==> config.mk <==
export PLATFORM = sky130hd
export DESIGN_NAME = lss_top
export DESIGN_NICKNAME = d
export VERILOG_FILES = /design/src/inc/lss_pkg.sv /design/src/inc/lss_cfg_if.sv /design/src/verilog/lss_regs.sv /design/src/verilog/lss_tick.sv /design/src/verilog/lss_top.sv
export SDC_FILE = /design/constraint.sdc
export NUM_CORES = 1
export LEC_CHECK = 0
export ABC_AREA = 1
export CELL_PAD_IN_SITES_DETAIL_PLACEMENT = 0
export CELL_PAD_IN_SITES_GLOBAL_PLACEMENT = 2
export CORE_MARGIN = 1.5
export CORE_UTILIZATION = 30
export CTS_BUF_LIST = sky130_fd_sc_hd__clkbuf_4 sky130_fd_sc_hd__clkbuf_8 sky130_fd_sc_hd__clkbuf_16
export DETAILED_ROUTE_END_ITERATION = 16
export DONT_BUFFER_PORTS = 1
export PLACE_DENSITY = 0.74
export SLEW_MARGIN = 20
export SYNTH_ARGS = -nofsm -noshare
export SYNTH_HDL_FRONTEND = slang
export SYNTH_SLANG_ARGS = --single-unit
==> constraint.sdc <==
create_clock -name i_clk -period 3.8 [get_ports i_clk]
set_clock_uncertainty 0.2 [all_clocks]
set_input_delay 0.57 -clock i_clk [delete_from_list [all_inputs] [get_ports i_clk]]
set_output_delay 0.57 -clock i_clk [all_outputs]
set_load 0.05 [all_outputs]
==> src/inc/lss_pkg.sv <==
package lss_pkg;
   // ----------------------------------------------------------------
   // Timing
   // ----------------------------------------------------------------
   localparam int unsigned CLK_HZ = 25000000;
   localparam int unsigned SEC_NS = 1000000000;
   localparam int unsigned CLK_PERIOD_NS = 40;
   localparam int unsigned SEC_CYCLES = SEC_NS / CLK_PERIOD_NS;
   localparam logic [8:0] INTERVAL_MIN_S = 9'd60;
   localparam logic [8:0] INTERVAL_MAX_S = 9'd300;
   localparam logic [8:0] INTERVAL_RST_S = 9'd100;
   localparam logic [8:0] DURATION_MIN_S = 9'd2;
   localparam logic [8:0] DURATION_MAX_S = 9'd100;
   localparam logic [8:0] DURATION_RST_S = 9'd2;
   // ----------------------------------------------------------------
   // Register map
   // ----------------------------------------------------------------
   localparam logic [7:0] REG_CTRL = 8'h00;
   localparam logic [7:0] REG_TIMING = 8'h04;
   localparam logic [7:0] REG_STATUS = 8'h08;
   localparam logic [7:0] REG_IRQ_STAT = 8'h0c;
   localparam logic [7:0] REG_IRQ_MASK = 8'h10;
   localparam logic [7:0] REG_RESTART = 8'h14;
   localparam int unsigned CTRL_MODE_LSB = 0;
   localparam int unsigned CTRL_LOCK_BIT = 2;
   localparam int unsigned TIM_DUR_LSB = 16;
   localparam int unsigned STAT_SHUT_BIT = 0;
   localparam int unsigned STAT_MECH_BIT = 1;
   localparam int unsigned STAT_TXON_BIT = 2;
   localparam int unsigned STAT_LOS_BIT = 3;
   localparam logic [1:0] RESP_OKAY = 2'h0;
   localparam logic [1:0] RESP_SLVERR = 2'h2;
   localparam int unsigned NUM_IRQ = 3;
   localparam logic [2:0] IRQ_RST = 3'h0;
   localparam int unsigned IRQ_SHUT = 0;
   localparam int unsigned IRQ_RESUME = 1;
   localparam int unsigned IRQ_PROBE = 2;
   // ----------------------------------------------------------------
   // Types
   // ----------------------------------------------------------------
   typedef enum logic [1:0] {
      MODE_SAFETY_OFF = 2'h0,
      MODE_AUTO = 2'h1,
      MODE_MANUAL = 2'h2
   } lss_mode_t;
   localparam lss_mode_t MODE_RST = MODE_AUTO;
endpackage : lss_pkg

==> src/inc/lss_cfg_if.sv <==
`timescale 1ns/1ps
interface lss_cfg_if;
   lss_pkg::lss_mode_t mode;
   logic interlock;
   logic [8:0] interval_s;
   logic [8:0] duration_s;
   logic restart_cmd;
   logic shutdown;
   logic tx_on;
   logic probing;
   logic [lss_pkg::NUM_IRQ-1:0] events;
   modport regs (output mode, interlock, interval_s, duration_s, restart_cmd,
                 input shutdown, tx_on, probing, events);
   modport core (input mode, interlock, interval_s, duration_s, restart_cmd,
                 output shutdown, tx_on, probing, events);
endinterface : lss_cfg_if

==> src/verilog/lss_regs.sv <==
`timescale 1ns/1ps
module lss_regs (
   input wire logic i_clk,            // System clock
   input wire logic i_sys_rst,        // Async reset, high
   input wire logic i_rx_only,        // Receive-only port
   input wire logic i_amp_port,       // Amplifier port kind
   input wire logic i_los,            // Receive loss level
   input wire logic [7:0] i_awaddr,   // Write address
   input wire logic i_awvalid,        // Write address valid
   output logic o_awready,            // Write address ready
   input wire logic [31:0] i_wdata,   // Write data
   input wire logic [3:0] i_wstrb,    // Write strobes
   input wire logic i_wvalid,         // Write data valid
   output logic o_wready,             // Write data ready
   output logic [1:0] o_bresp,        // Write response
   output logic o_bvalid,             // Write response valid
   input wire logic i_bready,         // Write response ready
   input wire logic [7:0] i_araddr,   // Read address
   input wire logic i_arvalid,        // Read address valid
   output logic o_arready,            // Read address ready
   output logic [31:0] o_rdata,       // Read data
   output logic [1:0] o_rresp,        // Read response
   output logic o_rvalid,             // Read data valid
   input wire logic i_rready,         // Read data ready
   output logic o_irq,                // Interrupt level
   lss_cfg_if.regs cfg                // Core configuration
);
   logic aw_q, w_q;
   logic [7:0] awaddr_q;
   logic [31:0] wdata_q;
   logic [3:0] wstrb_q;
   logic [1:0] mode_q;
   logic lock_q;
   logic [8:0] intv_q, dur_q;
   logic restart_q;
   logic [lss_pkg::NUM_IRQ-1:0] irq_stat_q, irq_mask_q;
   logic wr_go, rd_go, stat_rd;
   // ----------------------------------------------------------------
   // Write channel
   // ----------------------------------------------------------------
   assign o_awready = !aw_q && !o_bvalid;
   assign o_wready = !w_q && !o_bvalid;
   assign wr_go = aw_q && w_q && !o_bvalid;
   always_ff @(posedge i_clk or posedge i_sys_rst) begin
      if (i_sys_rst) begin
         aw_q <= 1'b0;
         w_q <= 1'b0;
         awaddr_q <= 8'h00;
         wdata_q <= 32'h0;
         wstrb_q <= 4'h0;
      end else begin
         if (i_awvalid && o_awready) begin
            aw_q <= 1'b1;
            awaddr_q <= i_awaddr;
         end else if (wr_go) begin
            aw_q <= 1'b0;
         end
         if (i_wvalid && o_wready) begin
            w_q <= 1'b1;
            wdata_q <= i_wdata;
            wstrb_q <= i_wstrb;
         end else if (wr_go) begin
            w_q <= 1'b0;
         end
      end
   end
   always_ff @(posedge i_clk or posedge i_sys_rst) begin
      if (i_sys_rst) begin
         o_bvalid <= 1'b0;
         o_bresp <= lss_pkg::RESP_OKAY;
      end else if (wr_go) begin
         o_bvalid <= 1'b1;
         if (awaddr_q == lss_pkg::REG_CTRL || awaddr_q == lss_pkg::REG_TIMING ||
             awaddr_q == lss_pkg::REG_IRQ_MASK || awaddr_q == lss_pkg::REG_RESTART) begin
            o_bresp <= lss_pkg::RESP_OKAY;
         end else begin
            o_bresp <= lss_pkg::RESP_SLVERR;
         end
      end else if (i_bready) begin
         o_bvalid <= 1'b0;
      end
   end
   // ----------------------------------------------------------------
   // Configuration registers
   // ----------------------------------------------------------------
   always_ff @(posedge i_clk or posedge i_sys_rst) begin
      if (i_sys_rst) begin
         mode_q <= lss_pkg::MODE_RST;
         lock_q <= 1'b0;
         intv_q <= lss_pkg::INTERVAL_RST_S;
         dur_q <= lss_pkg::DURATION_RST_S;
         irq_mask_q <= lss_pkg::IRQ_RST;
         restart_q <= 1'b0;
      end else begin
         restart_q <= 1'b0;
         if (wr_go && awaddr_q == lss_pkg::REG_CTRL && wstrb_q[0]) begin
            // Code 3 is not a mode; keep the old one
            if (wdata_q[lss_pkg::CTRL_MODE_LSB +: 2] != 2'h3) begin
               mode_q <= wdata_q[lss_pkg::CTRL_MODE_LSB +: 2];
            end
            lock_q <= wdata_q[lss_pkg::CTRL_LOCK_BIT];
         end else if (wr_go && awaddr_q == lss_pkg::REG_TIMING) begin
            // Out-of-range values are clamped so the probe never runs wild
            if (wstrb_q[1:0] == 2'h3) begin
               if (wdata_q[8:0] < lss_pkg::INTERVAL_MIN_S) intv_q <= lss_pkg::INTERVAL_MIN_S;
               else if (wdata_q[8:0] > lss_pkg::INTERVAL_MAX_S) intv_q <= lss_pkg::INTERVAL_MAX_S;
               else intv_q <= wdata_q[8:0];
            end
            if (wstrb_q[3:2] == 2'h3) begin
               if (wdata_q[24:16] < lss_pkg::DURATION_MIN_S) dur_q <= lss_pkg::DURATION_MIN_S;
               else if (wdata_q[24:16] > lss_pkg::DURATION_MAX_S) dur_q <= lss_pkg::DURATION_MAX_S;
               else dur_q <= wdata_q[lss_pkg::TIM_DUR_LSB +: 9];
            end
         end else if (wr_go && awaddr_q == lss_pkg::REG_IRQ_MASK && wstrb_q[0]) begin
            irq_mask_q <= wdata_q[lss_pkg::NUM_IRQ-1:0];
         end else if (wr_go && awaddr_q == lss_pkg::REG_RESTART && wstrb_q[0]) begin
            restart_q <= wdata_q[0];
         end
      end
   end
   // Receive-only ports see safety_off whatever was written
   assign cfg.mode = i_rx_only ? lss_pkg::MODE_SAFETY_OFF : lss_pkg::lss_mode_t'(mode_q);
   assign cfg.interlock = lock_q;
   assign cfg.interval_s = intv_q;
   assign cfg.duration_s = dur_q;
   assign cfg.restart_cmd = restart_q;
   // ----------------------------------------------------------------
   // Read channel and interrupts
   // ----------------------------------------------------------------
   assign o_arready = !o_rvalid;
   assign rd_go = i_arvalid && o_arready;
   assign stat_rd = rd_go && i_araddr == lss_pkg::REG_IRQ_STAT;
   always_ff @(posedge i_clk or posedge i_sys_rst) begin
      if (i_sys_rst) begin
         o_rvalid <= 1'b0;
         o_rdata <= 32'h0;
         o_rresp <= lss_pkg::RESP_OKAY;
      end else if (rd_go) begin
         o_rvalid <= 1'b1;
         o_rresp <= lss_pkg::RESP_OKAY;
         o_rdata <= 32'h0;
         if (i_araddr == lss_pkg::REG_CTRL) begin
            o_rdata <= {29'h0, lock_q, mode_q};
         end else if (i_araddr == lss_pkg::REG_TIMING) begin
            o_rdata <= {7'h0, dur_q, 7'h0, intv_q};
         end else if (i_araddr == lss_pkg::REG_STATUS) begin
            o_rdata <= {28'h0, i_los, cfg.tx_on, i_amp_port, cfg.shutdown};
         end else if (i_araddr == lss_pkg::REG_IRQ_STAT) begin
            o_rdata <= {29'h0, irq_stat_q};
         end else if (i_araddr == lss_pkg::REG_IRQ_MASK) begin
            o_rdata <= {29'h0, irq_mask_q};
         end else if (i_araddr != lss_pkg::REG_RESTART) begin
            o_rresp <= lss_pkg::RESP_SLVERR;
         end
      end else if (i_rready) begin
         o_rvalid <= 1'b0;
      end
   end
   // New events win over the read-clear
   always_ff @(posedge i_clk or posedge i_sys_rst) begin
      if (i_sys_rst) begin
         irq_stat_q <= lss_pkg::IRQ_RST;
      end else begin
         irq_stat_q <= (stat_rd ? '0 : irq_stat_q) | cfg.events;
      end
   end
   assign o_irq = |(irq_stat_q & irq_mask_q);
endmodule : lss_regs

==> src/verilog/lss_tick.sv <==
`timescale 1ns/1ps
module lss_tick #(
   parameter int unsigned SEC_CYCLES = lss_pkg::SEC_CYCLES
) (
   input wire logic i_clk,      // System clock
   input wire logic i_sys_rst,  // Async reset, high
   input wire logic i_clr,      // Restart the second
   output logic o_tick          // One-second pulse
);
   logic [24:0] cnt_q;
   always_ff @(posedge i_clk or posedge i_sys_rst) begin
      if (i_sys_rst) begin
         cnt_q <= 25'h0;
      end else if (i_clr || cnt_q == 25'(SEC_CYCLES - 1)) begin
         cnt_q <= 25'h0;
      end else begin
         cnt_q <= cnt_q + 25'h1;
      end
   end
   assign o_tick = !i_clr && cnt_q == 25'(SEC_CYCLES - 1);
endmodule : lss_tick

==> src/verilog/lss_top.sv <==
`timescale 1ns/1ps
module lss_top #(
   parameter int unsigned SEC_CYCLES = lss_pkg::SEC_CYCLES
) (
   input wire logic i_clk,            // System clock, 25 MHz
   input wire logic i_sys_rst,        // Async reset, high
   input wire logic i_los,            // Receive optical signal lost
   input wire logic i_rx_only,        // Port only receives
   input wire logic i_amp_port,       // Port is an amplifier
   output logic o_tx_enable,          // Transmit laser on
   output logic o_irq,                // Interrupt level
   input wire logic [7:0] i_awaddr,   // Write address
   input wire logic i_awvalid,        // Write address valid
   output logic o_awready,            // Write address ready
   input wire logic [31:0] i_wdata,   // Write data
   input wire logic [3:0] i_wstrb,    // Write strobes
   input wire logic i_wvalid,         // Write data valid
   output logic o_wready,             // Write data ready
   output logic [1:0] o_bresp,        // Write response
   output logic o_bvalid,             // Write response valid
   input wire logic i_bready,         // Write response ready
   input wire logic [7:0] i_araddr,   // Read address
   input wire logic i_arvalid,        // Read address valid
   output logic o_arready,            // Read address ready
   output logic [31:0] o_rdata,       // Read data
   output logic [1:0] o_rresp,        // Read response
   output logic o_rvalid,             // Read data valid
   input wire logic i_rready          // Read data ready
);
   typedef enum logic [1:0] {
      ST_WORK,
      ST_SHUT,
      ST_PROBE
   } lss_state_t;

   lss_cfg_if cfg ();
   lss_state_t state_q;
   logic [8:0] sec_q;
   logic tick, tick_clr;
   logic safety_on, forced_off, restart_seen_q;
   logic [lss_pkg::NUM_IRQ-1:0] ev;

   lss_regs u_regs (
      .i_clk(i_clk),
      .i_sys_rst(i_sys_rst),
      .i_rx_only(i_rx_only),
      .i_amp_port(i_amp_port),
      .i_los(i_los),
      .i_awaddr(i_awaddr),
      .i_awvalid(i_awvalid),
      .o_awready(o_awready),
      .i_wdata(i_wdata),
      .i_wstrb(i_wstrb),
      .i_wvalid(i_wvalid),
      .o_wready(o_wready),
      .o_bresp(o_bresp),
      .o_bvalid(o_bvalid),
      .i_bready(i_bready),
      .i_araddr(i_araddr),
      .i_arvalid(i_arvalid),
      .o_arready(o_arready),
      .o_rdata(o_rdata),
      .o_rresp(o_rresp),
      .o_rvalid(o_rvalid),
      .i_rready(i_rready),
      .o_irq(o_irq),
      .cfg(cfg.regs)
   );

   lss_tick #(.SEC_CYCLES(SEC_CYCLES)) u_tick (
      .i_clk(i_clk),
      .i_sys_rst(i_sys_rst),
      .i_clr(tick_clr),
      .o_tick(tick)
   );

   // ----------------------------------------------------------------
   // Shutdown state machine
   // ----------------------------------------------------------------
   assign safety_on = cfg.mode != lss_pkg::MODE_SAFETY_OFF;
   // Second counter held while working or awaiting a manual restart,
   // so every probe pulse starts on a whole second
   assign tick_clr = state_q == ST_WORK
                     || (state_q == ST_SHUT && cfg.mode == lss_pkg::MODE_MANUAL);

   always_ff @(posedge i_clk or posedge i_sys_rst) begin
      if (i_sys_rst) begin
         state_q <= ST_WORK;
         sec_q <= 9'h0;
      end else begin
         case (state_q)
            ST_WORK: begin
               sec_q <= 9'h0;
               if (safety_on && i_los) begin
                  state_q <= ST_SHUT;
               end
            end
            ST_SHUT: begin
               if (!safety_on) begin
                  state_q <= ST_WORK;
               end else if (cfg.mode == lss_pkg::MODE_MANUAL) begin
                  sec_q <= 9'h0;
                  if (cfg.restart_cmd) begin
                     state_q <= ST_PROBE;
                  end
               end else if (tick) begin
                  if (sec_q + 9'h1 >= cfg.interval_s) begin
                     sec_q <= 9'h0;
                     state_q <= ST_PROBE;
                  end else begin
                     sec_q <= sec_q + 9'h1;
                  end
               end
            end
            ST_PROBE: begin
               if (!safety_on) begin
                  state_q <= ST_WORK;
               end else if (tick) begin
                  if (sec_q + 9'h1 >= cfg.duration_s) begin
                     sec_q <= 9'h0;
                     // Failure cleared during the pulse: resume
                     state_q <= i_los ? ST_SHUT : ST_WORK;
                  end else begin
                     sec_q <= sec_q + 9'h1;
                  end
               end
            end
            default: begin
               state_q <= ST_WORK;
            end
         endcase
      end
   end

   // Restart command only counts in manual mode; the core drops it otherwise
   always_ff @(posedge i_clk or posedge i_sys_rst) begin
      if (i_sys_rst) begin
         restart_seen_q <= 1'b0;
      end else begin
         restart_seen_q <= cfg.restart_cmd && cfg.mode == lss_pkg::MODE_MANUAL
                           && state_q == ST_SHUT;
      end
   end

   // Interlock overrides everything, even with safety off
   assign forced_off = cfg.interlock;
   always_ff @(posedge i_clk or posedge i_sys_rst) begin
      if (i_sys_rst) begin
         o_tx_enable <= 1'b0;
      end else begin
         o_tx_enable <= !forced_off && state_q != ST_SHUT;
      end
   end

   assign cfg.shutdown = state_q != ST_WORK;
   assign cfg.tx_on = o_tx_enable;
   assign cfg.probing = state_q == ST_PROBE;
   assign ev[lss_pkg::IRQ_SHUT] = state_q == ST_WORK && safety_on && i_los;
   assign ev[lss_pkg::IRQ_RESUME] = state_q == ST_PROBE && safety_on && tick && !i_los
                                    && sec_q + 9'h1 >= cfg.duration_s;
   assign ev[lss_pkg::IRQ_PROBE] = state_q == ST_SHUT && safety_on
                                   && ((cfg.mode == lss_pkg::MODE_MANUAL && cfg.restart_cmd)
                                   || (cfg.mode == lss_pkg::MODE_AUTO && tick
                                   && sec_q + 9'h1 >= cfg.interval_s));
   assign cfg.events = ev;

   // ----------------------------------------------------------------
   // Checks
   // ----------------------------------------------------------------
   property p_shut_on_los;
      @(posedge i_clk) disable iff (i_sys_rst)
      state_q == ST_WORK && safety_on && i_los |=> state_q == ST_SHUT;
   endproperty
   a_shut_on_los: assert property (p_shut_on_los) else $error("no shutdown on loss");

   property p_tx_off_shut;
      @(posedge i_clk) disable iff (i_sys_rst)
      state_q == ST_SHUT |=> !o_tx_enable;
   endproperty
   a_tx_off_shut: assert property (p_tx_off_shut) else $error("laser on in shutdown");

   property p_lock_off;
      @(posedge i_clk) disable iff (i_sys_rst)
      cfg.interlock |=> !o_tx_enable;
   endproperty
   a_lock_off: assert property (p_lock_off) else $error("interlock ignored");

   property p_rx_only;
      @(posedge i_clk) disable iff (i_sys_rst)
      i_rx_only |-> cfg.mode == lss_pkg::MODE_SAFETY_OFF;
   endproperty
   a_rx_only: assert property (p_rx_only) else $error("rx-only port active");

   property p_manual_hold;
      @(posedge i_clk) disable iff (i_sys_rst)
      state_q == ST_SHUT && cfg.mode == lss_pkg::MODE_MANUAL && !cfg.restart_cmd
      |=> state_q == ST_SHUT;
   endproperty
   a_manual_hold: assert property (p_manual_hold) else $error("manual left shut");

   property p_cmd_ignored;
      @(posedge i_clk) disable iff (i_sys_rst)
      state_q == ST_SHUT && cfg.mode == lss_pkg::MODE_AUTO && !tick |=> state_q == ST_SHUT;
   endproperty
   a_cmd_ignored: assert property (p_cmd_ignored) else $error("restart in auto");

   property p_interval_range;
      @(posedge i_clk) disable iff (i_sys_rst)
      cfg.interval_s >= lss_pkg::INTERVAL_MIN_S && cfg.interval_s <= lss_pkg::INTERVAL_MAX_S;
   endproperty
   a_interval_range: assert property (p_interval_range) else $error("interval range");

   property p_duration_range;
      @(posedge i_clk) disable iff (i_sys_rst)
      cfg.duration_s >= lss_pkg::DURATION_MIN_S && cfg.duration_s <= lss_pkg::DURATION_MAX_S;
   endproperty
   a_duration_range: assert property (p_duration_range) else $error("duration range");

   property p_probe_end;
      @(posedge i_clk) disable iff (i_sys_rst)
      state_q == ST_PROBE && safety_on && tick && sec_q + 9'h1 >= cfg.duration_s && !i_los
      |=> state_q == ST_WORK ##1 o_tx_enable || cfg.interlock;
   endproperty
   a_probe_end: assert property (p_probe_end) else $error("no resume");

   property p_probe_fail;
      @(posedge i_clk) disable iff (i_sys_rst)
      state_q == ST_PROBE && safety_on && tick && sec_q + 9'h1 >= cfg.duration_s && i_los
      |=> state_q == ST_SHUT;
   endproperty
   a_probe_fail: assert property (p_probe_fail) else $error("no shutdown after probe");

   property p_probe_tx;
      @(posedge i_clk) disable iff (i_sys_rst)
      state_q == ST_PROBE && !cfg.interlock |=> o_tx_enable;
   endproperty
   a_probe_tx: assert property (p_probe_tx) else $error("laser off in probe");

   property p_manual_probe;
      @(posedge i_clk) disable iff (i_sys_rst)
      state_q == ST_SHUT && cfg.mode == lss_pkg::MODE_MANUAL && cfg.restart_cmd
      |=> state_q == ST_PROBE;
   endproperty
   a_manual_probe: assert property (p_manual_probe) else $error("manual probe missed");

   property p_safety_off_work;
      @(posedge i_clk) disable iff (i_sys_rst)
      !safety_on && state_q != ST_WORK |=> state_q == ST_WORK;
   endproperty
   a_safety_off_work: assert property (p_safety_off_work) else $error("safety off held");


   c_shut: cover property (@(posedge i_clk) state_q == ST_WORK ##1 state_q == ST_SHUT);
   c_probe: cover property (@(posedge i_clk) state_q == ST_SHUT ##1 state_q == ST_PROBE);
   c_resume: cover property (@(posedge i_clk) state_q == ST_PROBE ##1 state_q == ST_WORK);
   c_manual: cover property (@(posedge i_clk) restart_seen_q);
endmodule : lss_top
==> flow_summary.ini <==
[status]
status = completed

[synthesis]
synthAdderAreaFrac = 0.0472
synthXorXnorAreaFrac = 0.0151
synth_edf_count = 0
synth_top_family_by_area = simple AND/OR/NAND/NOR gates
yosysMostFrequentCell = nand2_1
syn_area_mm2 = 0.00637
synthTopCellsByArea = dfrtp_1, nand2_1, inv_1, nor2_1, ha_1
synth-simple-area-share = 0.244
yosys-top-cells-count = nand2_1, dfrtp_1, inv_1
synth_compound_area_frac = 0.0955
yosys.area.top_type = dfrtp_1
seq_area_frac_synth = 0.469
yosysUniqueCellTypes = 43
synthCells = 756
async_flop_share = 1.00
muxShareOfSynthArea = 0.0407
synth_area_per_cell_um2 = 8.42
ys_seq_elements = 119
synth_top_area_share = 0.448
yosysWarnings = 0
synth_ff_type = dfrtp_1

[setup_path]
crit_path_end_kind = register
crit_path_start_kind = register
critPathKind = reg2reg
crit_chain = ha_1 -> nand2_1 -> nor2_1 -> nand3_1 -> nand3b_1 -> xor2_1 -> inv_1 -> ha_1 -> a21oi_1 -> o21a_1 -> nand4_1 -> o21ai_2 -> nand3_1 -> nand2_1
arrival_ps = 3350
cp_slowest_stage_delay_ps = 470
cp_slowest_cell = dfrtp_1
cp_max_fo = 9
worst-endpoint-required_ps = 3950

[grt]
first_global_vias = 4643
grt_max_degree = 76
grt.total_usage = 0.142
overflow = 0
antenna_found_initial = 0
grt_pass1_wl_um = 24200

[final_layout]
fin_util = 0.347
layout-drive-gt1-share = 0.131
syn2layout_area_growth_pct = 13.8
diodes = 0
nets = 861

[sta]
drv_slew = 0
setup_tns_ps = 0
max_freq_mhz = 313
hold_viol = 0
max_slew.worst_pin.slew_ps = 909
period_share = 0.841
slew_headroom = 0.392
rsz0062_at_grt = no
setup_viol = 0
period_needed_ps = 3200

[detailed_routing]
dr.pass1.iters = 4
drt_iter0_drc = 182
wl_per_cell_um = 14.0
drc_errors = 0
drt-total-wl_um = 14900
ant_nets = 0
num_vias = 4765
viasPerCell = 4.49

[place]
io_buffers = 0
place_hpwl_um = 11000
gp_congestion = 0.765

[min_path]
hold_path.class = in2reg

[clock_network]
clock_path_buffers = 2
cts_setup_buffers = 0
hold_buffers = 1
clk-insertion-delay-late_ps = 420
cts_tree = built
cts_buffers = 17
clkSinkCount = 119
cts-root-buf = clkbuf_16
cts_resized = 0
clk_pin_slew_ps = 50
htreeDepth = 4

[die]
core-area_mm2 = 0.0209
start_util = 0.305
die-area_mm2 = 0.0221
ios = 105
die_h_um = 149
rows = 53
fp.dieW_um = 149

[job]
maxCapViolations = 0

[power]
power_leakage_nw = 3.39
power_density_mw_per_mm2 = 600
irDropWorstVdd_uv = 367
[flip-flops by register name (all words and copies together), names as in the netlist]
name and flops:
u_regs.o_rvalid 1, u_tick.cnt_q 25, u_regs.irq_mask_q 3, sec_q 9, u_regs.wstrb_q 4, u_regs.w_q 1, u_regs.mode_q 2, state_q 2
u_regs.o_bresp 1, u_regs.o_rdata 18, u_regs.cfg.restart_cmd 1, u_regs.wdata_q 18, u_regs.cfg.duration_s 9, o_tx_enable 1, u_regs.awaddr_q 8, u_regs.cfg.interlock 1
u_regs.irq_stat_q 3, u_regs.o_rresp 1, u_regs.aw_q 1, u_regs.o_bvalid 1, u_regs.cfg.interval_s 9
[where the power goes]
| part | internal (W) | leakage, nW | switching, W |
|---|---|---|---|
| combinational | 0.000380 | 1.59 | 0.000678 |
| sequential | 0.00150 | 1.53 | 0.000278 |
| clock | 0.000933 | 0.271 | 0.000572 |
[routing by layer]
layer	vias to the layer above	wire length, um	GRT usage
met2	81	6970	0.228
met3	12	614	0.0380
met1	2194	7060	0.185
met4	0	219	0.0520
met5	-	0	0
li1	2478	-	-
[cell type report]
type / instances / area [um2]
fill: 2205 / 13600
sequential: 119 / 2980
multi-input combinational: 521 / 2880
clock buffer: 21 / 468
inverter: 106 / 404
tap: 275 / 344
timing repair buffer: 10 / 90.1
clock inverter: 9 / 78.8
[stage by stage]
| stage | setup WS, ps | power [W] | hold WS [ps] | area, um2 | std cells |
|---|---|---|---|---|---|
| floorplan | 1140 | 0.00260 | 218 | 6430 | 771 |
| global placement | 608 | 0.00287 | 229 | 6690 | 1030 |
| detailed placement | 596 | 0.00288 | 234 | 6690 | 1030 |
| CTS | 582 | 0.00441 | 27.1 | 7250 | 1061 |
| global route | 243 | 0.00461 | 54.0 | 7250 | 1061 |
| finish | 605 | 0.00434 | 46.2 | 7250 | 1061 |
[critical path, delay by kind of cell (launching register included)]
| kind | cells | cell delay (ps) |
|---|---|---|
| AO/OA/AOI/OAI | 3 | 710 |
| AND/OR/NAND/NOR | 7 | 940 |
| flip-flops | 1 | 470 |
| buffers and inverters | 1 | 100 |
| XOR/XNOR | 1 | 200 |
| adder cells (fa/ha/maj) | 2 | 520 |
[final timing paths]
kind / cells after the start / to / start / slack, ps
max in group asynchronous: 3 / u_regs.o_rdata[24]$_DFFE_PP0P_ / i_sys_rst / 2250
min reg2reg: 1 / o_tx_enable$_DFF_PP0_ / u_regs.cfg.interlock$_DFFE_PP0P_ / 250
max: 14 / sec_q[7]$_DFFE_PP0P_ / sec_q[0]$_DFFE_PP0P_ / 600
min in group asynchronous: 2 / u_tick.cnt_q[12]$_DFF_PP0_ / i_sys_rst / 410
max reg2reg: 14 / sec_q[7]$_DFFE_PP0P_ / sec_q[0]$_DFFE_PP0P_ / 600
min: 1 / u_regs.o_bvalid$_DFFE_PP0P_ / i_bready / 50
[logic make-up after synthesis]
group                    Yosys count
multiplexers                      23
adder cells (fa/ha/maj)           24
buffers and inverters            131
XOR/XNOR                          11
flip-flops                       119
AND/OR/NAND/NOR                  335
AO/OA/AOI/OAI                    112
other                              1
[placed cells by master, fill, tap and decap left out, drive strengths merged]
cell type	Yosys	routed
nor4	3	3
nor3b	1	1
a22oi	1	1
xnor2	2	2
nand4	12	12
o211ai	1	1
nor2b	1	1
conb	1	16
o21bai	1	1
o22ai	6	6
nand3b	3	3
nor2	99	99
o21a	3	3
xor2	9	9
bufinv	0	1
clkbuf	4	21
inv	106	105
dlygate4sd3	0	1
dfstp	5	5
o21ai	53	53
nor3	21	21
buf	21	9
nand2	142	142
a21oi	37	37
clkinvlp	0	3
a31oi	4	4
ha	24	24
mux2	23	23
o221ai	1	1
nand3	48	48
o31ai	2	2
clkinv	0	6
a211oi	3	3
dfrtp	114	114
or2	5	5
Power figures use the tool's default switching activity.
